**src/shared/oau_consts.vh**
```
`ifndef OAU_CONSTS_VH
`define OAU_CONSTS_VH
`define OAU_ADDR_W 14
`define OAU_NUM_PTR 4
`define OAU_SEL_W 2
`define OAU_RST_VAL 14'h0000
`define OAU_OP_NONE 2'h0
`define OAU_OP_ACCESS 2'h1
`define OAU_OP_LOAD 2'h2
`define OAU_TGT_PTR 2'h0
`define OAU_TGT_MOD 2'h1
`define OAU_TGT_LEN 2'h2
`define OAU_TGT_BASE 2'h3
`endif

```
**src/rtl/oau_operand_address_unit.v**
```verilog
// Notes on behaviour
// - two independent generators give data and program addresses in one cycle
// - each generator holds four pointers, each updated on its own
// - indirect access issues pointer, then adds instruction-selected modify value
// - each pointer has a length giving circular-buffer post-modify
`timescale 1ns/100ps
`default_nettype none
`include "oau_consts.vh"

////////////////////////////////////////////////////////////////////////////////
module oau_operand_address_unit #(
    parameter AW = `OAU_ADDR_W
) (
    input wire clock,
    input wire sys_rst,
    // generator 0: data-memory side
    input wire [1:0] dmOp,
    input wire [1:0] dmPtrSel,
    input wire [1:0] dmModSel,
    input wire [1:0] dmLoadTarget,
    input wire [1:0] dmLoadIndex,
    input wire [AW-1:0] dmLoadData,
    output reg [AW-1:0] dmAddr,
    output reg dmAddrValid,
    // generator 1: program-memory side
    input wire [1:0] pmOp,
    input wire [1:0] pmPtrSel,
    input wire [1:0] pmModSel,
    input wire [1:0] pmLoadTarget,
    input wire [1:0] pmLoadIndex,
    input wire [AW-1:0] pmLoadData,
    output reg [AW-1:0] programMemoryAddressBus,
    output reg pmAddrValid
);

    wire [AW-1:0] genAddr [0:1];
    wire genValid [0:1];
    wire [1:0] op [0:1];
    wire [1:0] ps [0:1];
    wire [1:0] ms [0:1];
    wire [1:0] lt [0:1];
    wire [1:0] li [0:1];
    wire [AW-1:0] ld [0:1];
    assign op[0] = dmOp;
    assign op[1] = pmOp;
    assign ps[0] = dmPtrSel;
    assign ps[1] = pmPtrSel;
    assign ms[0] = dmModSel;
    assign ms[1] = pmModSel;
    assign lt[0] = dmLoadTarget;
    assign lt[1] = pmLoadTarget;
    assign li[0] = dmLoadIndex;
    assign li[1] = pmLoadIndex;
    assign ld[0] = dmLoadData;
    assign ld[1] = pmLoadData;

    ////////////////////////////////////////////////////////////////////////////
    // both generators work in the same cycle, so dual fetch needs no arbitration
    genvar g;
    genvar e;
    generate
        for (g = 0; g < 2; g = g + 1) begin : gen_unit
            wire [AW-1:0] ptrWord [0:`OAU_NUM_PTR-1];
            wire [AW-1:0] modWord [0:`OAU_NUM_PTR-1];
            wire [AW-1:0] lenWord [0:`OAU_NUM_PTR-1];
            wire [AW-1:0] baseWord [0:`OAU_NUM_PTR-1];

            wire isAccess;
            wire isLoad;
            wire loadPtr;
            wire loadMod;
            wire loadLen;
            wire loadBase;

            reg [AW-1:0] cur;
            reg [AW-1:0] m;
            reg [AW-1:0] l;
            reg [AW-1:0] b;
            reg [AW:0] sum;
            reg [AW-1:0] lin;
            reg [AW:0] endAddr;
            reg wrapLow;
            reg wrapHigh;
            reg [AW-1:0] next_ptr;

            // command decode; op code 3 matches nothing below and is ignored
            assign isAccess = (op[g] == `OAU_OP_ACCESS);
            assign isLoad = (op[g] == `OAU_OP_LOAD);
            assign loadPtr = isLoad && (lt[g] == `OAU_TGT_PTR);
            assign loadMod = isLoad && (lt[g] == `OAU_TGT_MOD);
            assign loadLen = isLoad && (lt[g] == `OAU_TGT_LEN);
            // a pointer load moves the base too, so a fresh buffer starts where it points
            assign loadBase = isLoad && (lt[g] == `OAU_TGT_BASE || lt[g] == `OAU_TGT_PTR);

            ////////////////////////////////////////////////////////////////////
            for (e = 0; e < `OAU_NUM_PTR; e = e + 1) begin : gen_entry
                localparam [31:0] IDX = e;
                reg [AW-1:0] pointer;
                reg [AW-1:0] modify;
                reg [AW-1:0] length;
                reg [AW-1:0] bufBase;
                wire stepHit;
                wire ptrLoadHit;
                wire modLoadHit;
                wire lenLoadHit;
                wire baseLoadHit;

                // an entry moves only when it is the one addressed, others keep their value
                assign stepHit = isAccess && (ps[g] == IDX[1:0]);
                assign ptrLoadHit = loadPtr && (li[g] == IDX[1:0]);
                assign modLoadHit = loadMod && (li[g] == IDX[1:0]);
                assign lenLoadHit = loadLen && (li[g] == IDX[1:0]);
                assign baseLoadHit = loadBase && (li[g] == IDX[1:0]);

                always @(posedge clock or posedge sys_rst) begin
                    if (sys_rst) begin
                        pointer <= `OAU_RST_VAL;
                    end else if (stepHit) begin
                        pointer <= next_ptr;
                    end else if (ptrLoadHit) begin
                        pointer <= ld[g];
                    end
                end

                // reset clears every length, so all buffers start out linear
                always @(posedge clock or posedge sys_rst) begin
                    if (sys_rst) begin
                        modify <= `OAU_RST_VAL;
                        length <= `OAU_RST_VAL;
                        bufBase <= `OAU_RST_VAL;
                    end else begin
                        if (modLoadHit) begin
                            modify <= ld[g];
                        end
                        if (lenLoadHit) begin
                            length <= ld[g];
                        end
                        if (baseLoadHit) begin
                            bufBase <= ld[g];
                        end
                    end
                end

                assign ptrWord[e] = pointer;
                assign modWord[e] = modify;
                assign lenWord[e] = length;
                assign baseWord[e] = bufBase;
            end

            ////////////////////////////////////////////////////////////////////
            // operand fetch: the selected pointer and the buffer it belongs to
            always @* begin
                cur = ptrWord[ps[g]];
                m = modWord[ms[g]];
                l = lenWord[ps[g]];
                b = baseWord[ps[g]];
            end

            // modify is two's complement, so the low bits of sum are the linear result
            always @* begin
                sum = {1'b0, cur} + {1'b0, m};
                lin = sum[AW-1:0];
                endAddr = {1'b0, b} + {1'b0, l};
            end

            // one wrap covers any modify no larger than the length; larger steps are not caught
            always @* begin
                wrapLow = 1'b0;
                wrapHigh = 1'b0;
                if (m[AW-1]) begin
                    // a negative step landing above the old pointer went below zero
                    wrapLow = (lin < b) || (lin > cur);
                end else begin
                    // the carry catches a step whose sum runs past the top of memory, even for a buffer that ends below it
                    wrapHigh = ({1'b0, lin} >= endAddr) || sum[AW];
                end
            end

            always @* begin
                next_ptr = lin;
                if (l != {AW{1'b0}}) begin
                    if (wrapLow) begin
                        next_ptr = lin + l;
                    end else if (wrapHigh) begin
                        next_ptr = lin - l;
                    end
                end
            end

            assign genAddr[g] = cur;
            assign genValid[g] = isAccess;
        end
    endgenerate

    ////////////////////////////////////////////////////////////////////////////
    // the address holds between accesses; only the strobe marks a new one
    always @(posedge clock or posedge sys_rst) begin
        if (sys_rst) begin
            dmAddr <= `OAU_RST_VAL;
            dmAddrValid <= 1'b0;
        end else begin
            dmAddrValid <= genValid[0];
            if (genValid[0]) begin
                dmAddr <= genAddr[0];
            end
        end
    end

    always @(posedge clock or posedge sys_rst) begin
        if (sys_rst) begin
            programMemoryAddressBus <= `OAU_RST_VAL;
            pmAddrValid <= 1'b0;
        end else begin
            pmAddrValid <= genValid[1];
            if (genValid[1]) begin
                programMemoryAddressBus <= genAddr[1];
            end
        end
    end

endmodule // oau_operand_address_unit
`default_nettype wire

```
**config.mk**
```make
export PLATFORM = sky130hd
export DESIGN_NAME = oau_operand_address_unit
export DESIGN_NICKNAME = d
export VERILOG_FILES = /design/src/rtl/oau_operand_address_unit.v
export VERILOG_INCLUDE_DIRS = /design/src /design/src/shared
export SDC_FILE = /design/constraint.sdc
export NUM_CORES = 1
export LEC_CHECK = 0
export BUFFER_PORTS_ARGS = -buffer_cell sky130_fd_sc_hd__buf_2
export CORE_AREA = 2 2 319 321
export DETAILED_ROUTE_END_ITERATION = 16
export DIE_AREA = 0 0 321 323
export PLACE_DENSITY = 0.51
export SETUP_SLACK_MARGIN = 0.4
export SYNTH_ARGS = -nofsm -noshare
export SYNTH_HDL_FRONTEND = slang
export SYNTH_SLANG_ARGS = --single-unit
```
**constraint.sdc**
```tcl
create_clock -name clock -period 15 [get_ports clock]
set_input_delay 2.25 -clock clock [delete_from_list [all_inputs] [get_ports clock]]
set_output_delay 2.25 -clock clock [all_outputs]
set_load 0.1 [all_outputs]
```
==> results.env, run 1 <==
SYNTH_CELLS=2623
ANT_NETS=0
PATH_MAX_FANOUT=29
SLEW_HEADROOM_PCT=25.04
ROUTE.LAYER.MET1.WL_MM=43.13
CLKLATENCYLATEPIN_PS=680
DR.FIRST_ITER.DRC_COUNT=1732
AREA.GROWTH.SYNTH_TO_FINAL_PCT=13.00
GRT_USE_TOTAL_PCT=17.55
DP_WORST_SETUP_SLACK_PS=5974
CRIT_REQUIRED_PS=15590
TRITONCTS='built'
YOSYSWARNINGCOUNT=0
ROOT_BUFFER='sky130_fd_sc_hd__clkbuf_16'
DETAILROUTE.WIRELENGTH.MET3_MM=4.871
SWITCHING_FRACTION_OF_TOTAL_POWER_PCT=46.63
PWR-SHARE-SEQ_PCT=22.1
CLOCK_POWER_SHARE_PCT=17.5
WORST_SETUP_HOLD_PATH_CLK_SLEW_PS=60
RUN_STATUS='complete, no violations'
DIE_W_UM=321
HOLD_PATH_DEPTH=2
MAX_CAP_VIOL_COUNT=0
CELLPOWERDENSITY_nW_PER_UM2=249.7
INITIAL_UTILIZATION_PCT=29.58
CTS.PATH.MAX_BUFFERS=3
SETUP-VIOLATIONS-FINAL=0
GP_CONGESTION=0.8796
FIRST_PASS_ITERS=6
DESIGN.FINAL.NETS=2903
SYNTH.DISTINCT_CELLS=93
INTPOWER_mW=4.486
HTREE_NUM_LEVELS=2
CRIT_ARRIVAL_PS=9000
MIN_FROM='dmAddr[5]$_DFFE_PP0P_'
SETUP-TNS-FINAL_PS=0
SYNTH_TOP_CELLS_BY_AREA='sky130_fd_sc_hd__dfrtp_1 40%, sky130_fd_sc_hd__mux2_2 15%, sky130_fd_sc_hd__mux4_2 8.5%'
IR_WORST_VDD_V=0.0001257
CORE_AREA_UM2=100700
NUMCLOCKSINKS=478
TOTALWIRELENGTH_MM=91.42
NUMBER_OF_ENABLE_TYPE_REGISTER_CELLS_IN_THE_SYNTHESIZED_NETLIST=0
CTS_HOLD_BUFFERS=0
POST-CTS-SETUP-BUFFER-COUNT=0
DR_TOTAL_VIAS=21530
REMAINING_DRC_ERRORS=0
HPWLAFTERDP_MM=64.38
COMMONEST_NON_FILL_NON_TAP_CELLS_IN_THE_LAYOUT='478 x sky130_fd_sc_hd__dfrtp_1, 386 x sky130_fd_sc_hd__mux2_2, 182 x sky130_fd_sc_hd__nand2_1, 180 x sky130_fd_sc_hd__ha_1, 130 x sky130_fd_sc_hd__inv_1'
POSTLAYOUTSETUPSLACKWORST_PS=6593
POWER_SPENT_CHARGING_AND_DISCHARGING_NETS_mW=3.921
MAX_CLOCK_FREQ_GHz=0.1190
SYNTH_AREA_PER_CELL_UM2=11.36
LAYOUT_MIN_CYCLE_TIME_PS=8407
WORST_SETUP_PATH_START_KIND='primary input'
LAYOUT_FILLER_CELL_COUNT=10070
FINALHOLDVIOLATIONS=0
P_COMB_SHARE_PCT=60.5
MOSTFREQUENTLAYOUTCELL='sky130_fd_sc_hd__dfrtp_1'
DR.MAX_LAYER_USED='met4'
ASYNC_FLOP_SHARE_PCT=100.0
DRT-WIRELENGTH-PER-CELL_UM=22.73
SINK_OF_THE_WORST_HOLD_PATH='dmAddr[5]$_DFFE_PP0P_'
DOMINANTREGCELLSYNTH='sky130_fd_sc_hd__dfrtp_1'
PORT-BUFFER-COUNT=79
CRITICAL_PATH.ENDPOINT_TYPE='flop'
PIN_COUNT_OF_THE_BIGGEST_NET_ENTERING_GLOBAL_ROUTING=81
SYNTH.YOSYS.SEQ_AREA_SHARE_PCT=40.15
DIE-AREA_UM2=103700
SYNTH.CELL_AREA_UM2=29790
VIAS_PER_CELL=5.353
ANTENNA_VIOLATIONS_BEFORE_REPAIR=1
CRIT-REG2REG-CAPTURE='gen_unit[0].gen_entry[1].pointer[9]$_DFFE_PP0P_'
POST_CTS_RESIZE_COUNT=0
GRT_SETUP_UNREPAIRED='false'
REGISTER_AREA_UM2=11960
SYNTH_AREA_LEADER_CELL='sky130_fd_sc_hd__dfrtp_1'
AREA_USED_BY_MULTI_INPUT_COMBINATIONAL_LOGIC_UM2=16760
GRT.OVERFLOW.TOTAL=0
NUM_ROWS=117
TIMING.FINAL.MAX_SLEW_VIOLATIONS=0
DRIVE_GT1_SHARE_PCT=30.53
NUM_IO_PINS=80
SETUP.REG_TO_REG.WORST_SLACK_PS=8750
RR_WORST_DEPTH=19
DIE_Y_UM=323
GRT_FIRST_PASS_WIRELENGTH_MM=138.1
TIMING.RR.START='gen_unit[0].gen_entry[1].modify[4]$_DFFE_PP0P_'
WORST_PIN_SLEW_PS=1116
SYNTH.TOP_CELL.AREA_SHARE_PCT=40.15
SYNTHESIZED_NET_COUNT=2861
SYNTH.FF_LATCH_COUNT=478
LEAKAGE_POWER_SUMMED_OVER_ALL_CELLS_nW=14.88
FIRST_GLOBAL_VIAS=21640
CTS_BUFS_INSERTED=56
FINALCLOCKSKEW_PS=41.86
HOLD_PATH_CLASS='reg -> reg'
PERIOD_SHARE_PCT=56.04
TIMING.SETUP.CRITICAL_PATH_CLASS='in -> reg'
WL_MET2_MM=40.97
-- critical path: stages --
cell and delay [ps]:
sky130_fd_sc_hd__buf_4 360, sky130_fd_sc_hd__buf_4 590, sky130_fd_sc_hd__mux4_2 670, sky130_fd_sc_hd__ha_1 310
sky130_fd_sc_hd__a21o_1 180, sky130_fd_sc_hd__a21oi_1 220, sky130_fd_sc_hd__o21bai_1 90, sky130_fd_sc_hd__a21oi_1 240
sky130_fd_sc_hd__o21bai_1 90, sky130_fd_sc_hd__a21oi_1 220, sky130_fd_sc_hd__nor2b_1 70, sky130_fd_sc_hd__o21a_1 180
sky130_fd_sc_hd__o41ai_1 530, sky130_fd_sc_hd__xor2_1 150, sky130_fd_sc_hd__ha_1 350, sky130_fd_sc_hd__a41o_1 230
sky130_fd_sc_hd__maj3_1 350, sky130_fd_sc_hd__a31oi_1 330, sky130_fd_sc_hd__o21ai_1 260, sky130_fd_sc_hd__and2_1 220
sky130_fd_sc_hd__o31ai_1 740, sky130_fd_sc_hd__o221a_2 330
-- layout make-up --
cell class	count	share of cell area (%)
clock buffers	80	4.965
flip-flops and latches	478	35.53
inverters	133	1.509
well taps	1309	4.865
diodes	1	0.007433
repair buffers	129	2.297
clock inverters	25	1.033
multi-input cells	1867	49.79
-- per-stage QoR --
step / util [%] / hold WS, ps / std cells / total power [mW] / area [um2]
finish: 33.43 / 473.2 / 4022 / 8.407 / 33670
global route: 33.42 / 489.7 / 4021 / 9.002 / 33660
CTS: 33.42 / 478.9 / 4021 / 8.409 / 33660
detailed placement: 31.42 / 466.5 / 3916 / 6.904 / 31640
global placement: 31.42 / 459.5 / 3916 / 6.871 / 31640
floorplan: - / 473.9 / 2623 / 5.499 / 29800
-- cells in the mapped netlist, types with 37 or more instances --
| master | number |
|---|---|
| sky130_fd_sc_hd__nor2b_1 | 39 |
| sky130_fd_sc_hd__mux4_2 | 112 |
| sky130_fd_sc_hd__o21ai_0 | 80 |
| sky130_fd_sc_hd__a21o_1 | 37 |
| sky130_fd_sc_hd__o221a_2 | 40 |
| sky130_fd_sc_hd__nor2_1 | 118 |
| sky130_fd_sc_hd__nand2_1 | 182 |
| sky130_fd_sc_hd__a211oi_1 | 40 |
| sky130_fd_sc_hd__mux2_2 | 386 |
| sky130_fd_sc_hd__a21oi_1 | 88 |
| sky130_fd_sc_hd__dfrtp_1 | 478 |
| sky130_fd_sc_hd__nand3_1 | 81 |
| sky130_fd_sc_hd__inv_1 | 131 |
| sky130_fd_sc_hd__clkbuf_1 | 108 |
| sky130_fd_sc_hd__ha_1 | 180 |
-- logic make-up after synthesis --
| kind of cell | Yosys count | synth area share (%) |
|---|---|---|
| compound gates | 506 | 12.61 |
| xor+xnor | 57 | 1.747 |
| fa+ha+maj | 192 | 8.231 |
| buf+inv | 278 | 3.721 |
| flops | 478 | 40.15 |
| mux | 520 | 23.80 |
| simple gates | 592 | 9.748 |
-- worst max-delay path by stage --
stage / start / cells past startpoint / end / slack [ps]
3_3_place_gp: pmPtrSel[0] / 22 / gen_unit[1].gen_entry[3].pointer[7]$_DFFE_PP0P_ / 6030
4_1_cts: pmPtrSel[0] / 22 / gen_unit[1].gen_entry[3].pointer[7]$_DFFE_PP0P_ / 6620
5_1_grt: pmPtrSel[0] / 23 / gen_unit[1].gen_entry[3].pointer[0]$_DFFE_PP0P_ / 6090
3_5_place_dp: pmPtrSel[0] / 22 / gen_unit[1].gen_entry[3].pointer[7]$_DFFE_PP0P_ / 5970
6_report: pmPtrSel[0] / 22 / gen_unit[1].gen_entry[3].pointer[7]$_DFFE_PP0P_ / 6590
2_1_floorplan: pmPtrSel[0] / 26 / gen_unit[1].gen_entry[0].pointer[3]$_DFFE_PP0P_ / 5980
-- sequential cells by signal, indices dropped and copies added (netlist names) --
register,flops
gen_unit.gen_entry.modify,112
gen_unit.gen_entry.length,112
dmAddrValid,1
gen_unit.gen_entry.bufBase,112
programMemoryAddressBus,14
dmAddr,14
pmAddrValid,1
gen_unit.gen_entry.pointer,112
-- metal layers --
| layer | up-vias | GRT usage [%] |
|---|---|---|
| li1 | 9845 | - |
| met4 | 0 | 5.192 |
| met2 | 573 | 27.67 |
| met5 | - | 0 |
| met3 | 130 | 3.018 |
| met1 | 10980 | 24.62 |
-- power by group through the flow --
stage / logic, mW / clock network [mW] / registers, mW
final: 5.08 / 1.47 / 1.86
after global routing: 5.55 / 1.56 / 1.90
after CTS: 5.05 / 1.50 / 1.86
after detailed placement: 5.03 / 0 / 1.88
after global placement: 5.00 / 0 / 1.87
after floorplan: 3.46 / 0 / 2.04
Note: power is estimated with default switching activity, not from simulation.
==> run 2: changes to the inputs <==
PLACE_DENSITY = 0.49   (was 0.51)
clock period = 7.8 ns   (was 15 ns; I/O delays follow)
==> run 2 against run 1 <==
Against the previous run: via count is 3.3% higher; clock skew is 6.2 ps lower; combinational power is 96% higher; global-route usage is 0.87 points higher; largest cell class unchanged; largest power group unchanged.
==> results.env, run 2 (synthesis results as in run 1) <==
TIMING.SETUP.CRITICAL_PATH_CLASS='in -> reg'
NUM_IO_PINS=80
MAX_CLOCK_FREQ_GHz=0.1499
CRIT_ARRIVAL_PS=7250
CP_SLOWEST_CELL='sky130_fd_sc_hd__mux4_2'
ANTENNA_VIOLATIONS_BEFORE_REPAIR=2
HOLD_PATH_DEPTH=2
CTS.PATH.MAX_BUFFERS=3
FIRST_GLOBAL_VIAS=22620
LAYOUT_MIN_CYCLE_TIME_PS=6673
WORST_SETUP_PATH_START_KIND='primary input'
DR.FIRST_ITER.DRC_COUNT=1719
TIMING.FINAL.MAX_SLEW_VIOLATIONS=0
ANT_NETS=0
ANTENNADIODECOUNT=0
CRIT_REQUIRED_PS=8380
SETUP.REG_TO_REG.WORST_SLACK_PS=1760
GRT_FIRST_PASS_WIRELENGTH_MM=144.9
SINK_OF_THE_WORST_HOLD_PATH='programMemoryAddressBus[0]$_DFFE_PP0P_'
CORE_AREA_UM2=100700
IR_WORST_VDD_V=0.0002428
CRITPATHBUFINV=1
PORT-BUFFER-COUNT=79
DESIGN.FINAL.NETS=2920
VIAS_PER_CELL=5.507
CTS_HOLD_BUFFERS=0
DRIVE_GT1_SHARE_PCT=30.94
HOLD_PATH_CLASS='reg -> reg'
PLACE.DETAILED.INSTANCES=3932
GRT_USE_TOTAL_PCT=18.42
TOTALWIRELENGTH_MM=96.11
WORST_SETUP_HOLD_PATH_CLK_SLEW_PS=60
RUN_STATUS='complete, no violations'
MAX_CAP_VIOL_COUNT=0
CTS_BUFS_INSERTED=57
GP_CONGESTION=0.9041
RR_WORST_DEPTH=20
HTREE_NUM_LEVELS=2
SETUP-TNS-FINAL_PS=0
NUMCLOCKSINKS=478
CRIT-REG2REG-CAPTURE='gen_unit[1].gen_entry[3].pointer[6]$_DFFE_PP0P_'
DR_TOTAL_VIAS=22230
PIN_COUNT_OF_THE_BIGGEST_NET_ENTERING_GLOBAL_ROUTING=174
INITIAL_UTILIZATION_PCT=29.58
TIMING.RR.START='gen_unit[1].gen_entry[3].length[1]$_DFFE_PP0P_'
POST-CTS-SETUP-BUFFER-COUNT=0
PATH_MAX_FANOUT=19
LAYOUT.CELLS.NON_FILLER=4037
GRT_SETUP_UNREPAIRED='false'
DIE_Y_UM=323
CLKLATENCYLATEPIN_PS=690
DRT-WIRELENGTH-PER-CELL_UM=23.81
ROOT_BUFFER='sky130_fd_sc_hd__clkbuf_16'
GRT.OVERFLOW.TOTAL=0
COMMONEST_NON_FILL_NON_TAP_CELLS_IN_THE_LAYOUT='478 x sky130_fd_sc_hd__dfrtp_1, 386 x sky130_fd_sc_hd__mux2_2, 182 x sky130_fd_sc_hd__nand2_1, 180 x sky130_fd_sc_hd__ha_1, 130 x sky130_fd_sc_hd__inv_1'
STARTPOINT='pmPtrSel[0]'
WORST_PIN_SLEW_PS=1117
HPWLAFTERDP_MM=69.94
PERIOD_SHARE_PCT=85.55
POST_CTS_RESIZE_COUNT=0
FINALCLOCKSKEW_PS=35.69
CRITICAL_PATH.ENDPOINT_TYPE='flop'
TIMING.CRITICAL_PATH.MODE_CELL='sky130_fd_sc_hd__a21oi_1'
MIN_FROM='programMemoryAddressBus[0]$_DFFE_PP0P_'
CELLPOWERDENSITY_nW_PER_UM2=486.0
SETUP-VIOLATIONS-FINAL=0
SLEW_HEADROOM_PCT=25.36
DIE_W_UM=321
TRITONCTS='built'
FINAL_UTIL_PCT=33.69
CP_CELL_SEQUENCE='buf_4, mux4_2, ha_1, a21o_1, a21oi_1, o21bai_1, a21oi_1, o21bai_1, a21oi_1, nor2b_1, o21a_1, o41ai_2, xor2_1, ha_1, a41o_1, maj3_1, a31oi_1, o21a_1, nor2_1, o32ai_2, o221a_2'
NUM_ROWS=117
PATH_DELAY_FAMILY='compound AO/OA/AOI/OAI gates'
MOSTFREQUENTLAYOUTCELL='sky130_fd_sc_hd__dfrtp_1'
DIE-AREA_UM2=103700
CPPEAKSTAGEDELAY_PS=680
REMAINING_DRC_ERRORS=0
FIRST_PASS_ITERS=5
AREA.GROWTH.SYNTH_TO_FINAL_PCT=13.89
LEAKAGE_POWER_SUMMED_OVER_ALL_CELLS_nW=15.02
FINALHOLDVIOLATIONS=0
LAYOUT_FILLER_CELL_COUNT=10020
-- run 2: per-layer routing --
metal,vias up,share of wire [%],GRT usage (%)
met1,11470,46,25.48
li1,9913,-,-
met2,697,45,29.41
met5,-,0,0
met4,0,3.1,5.836
met3,153,5.9,3.030
-- run 2: through the flow --
step	cell area (um2)	hold slack (ps)	setup slack (ps)	power [mW]
after detailed placement	31820	468.4	523.4	13.47
final	33930	475.3	1127	16.49
after CTS	33930	483.0	1151	16.50
after global placement	31820	461.2	468.8	13.21
after floorplan	29810	473.9	153.2	10.58
after global routing	33930	498.4	786.2	17.63
-- run 2: report_power, final --
group | switching [mW] | internal, mW
registers | 0.375 | 3.21
clock network | 1.15 | 1.81
logic | 6.08 | 3.87
-- run 2: final cells by class --
class / instances / area, um2 / share of cell area [%]
Multi-Input combinational cell: 1867 / 16780 / 49.46
Sequential cell: 478 / 11960 / 35.25
Tap cell: 1309 / 1638 / 4.827
Clock buffer: 77 / 1632 / 4.808
Timing Repair Buffer: 145 / 930.9 / 2.743
Inverter: 133 / 508.0 / 1.497
Clock inverter: 28 / 480.5 / 1.416
-- run 2: worst register-to-register path, stage by stage, from the launching register on --
cell	delay, ps
sky130_fd_sc_hd__dfrtp_1	370
sky130_fd_sc_hd__mux4_2	580
sky130_fd_sc_hd__ha_1	320
sky130_fd_sc_hd__a21o_1	180
sky130_fd_sc_hd__a21oi_1	260
sky130_fd_sc_hd__o21bai_1	100
sky130_fd_sc_hd__a21oi_1	250
sky130_fd_sc_hd__o21bai_1	110
sky130_fd_sc_hd__a21oi_1	240
sky130_fd_sc_hd__nor2b_1	90
sky130_fd_sc_hd__o21a_1	200
sky130_fd_sc_hd__o41ai_2	370
sky130_fd_sc_hd__xor2_1	210
sky130_fd_sc_hd__ha_1	280
sky130_fd_sc_hd__a41o_1	230
sky130_fd_sc_hd__maj3_1	340
sky130_fd_sc_hd__a31oi_1	270
sky130_fd_sc_hd__o21a_1	520
sky130_fd_sc_hd__nor2_1	130
sky130_fd_sc_hd__o32ai_2	610
sky130_fd_sc_hd__o221a_2	310
-- run 2: worst max path at each step --
stage | endpoint | cells after the start | slack [ps]
after floorplan | dmAddrValid$_DFF_PP0_ | 1 | 150
after global placement | gen_unit[1].gen_entry[3].pointer[6]$_DFFE_PP0P_ | 21 | 470
after detailed placement | gen_unit[1].gen_entry[3].pointer[6]$_DFFE_PP0P_ | 21 | 520
after CTS | gen_unit[1].gen_entry[3].pointer[6]$_DFFE_PP0P_ | 21 | 1150
after global routing | gen_unit[1].gen_entry[1].pointer[6]$_DFFE_PP0P_ | 21 | 790
final | gen_unit[1].gen_entry[3].pointer[6]$_DFFE_PP0P_ | 21 | 1130
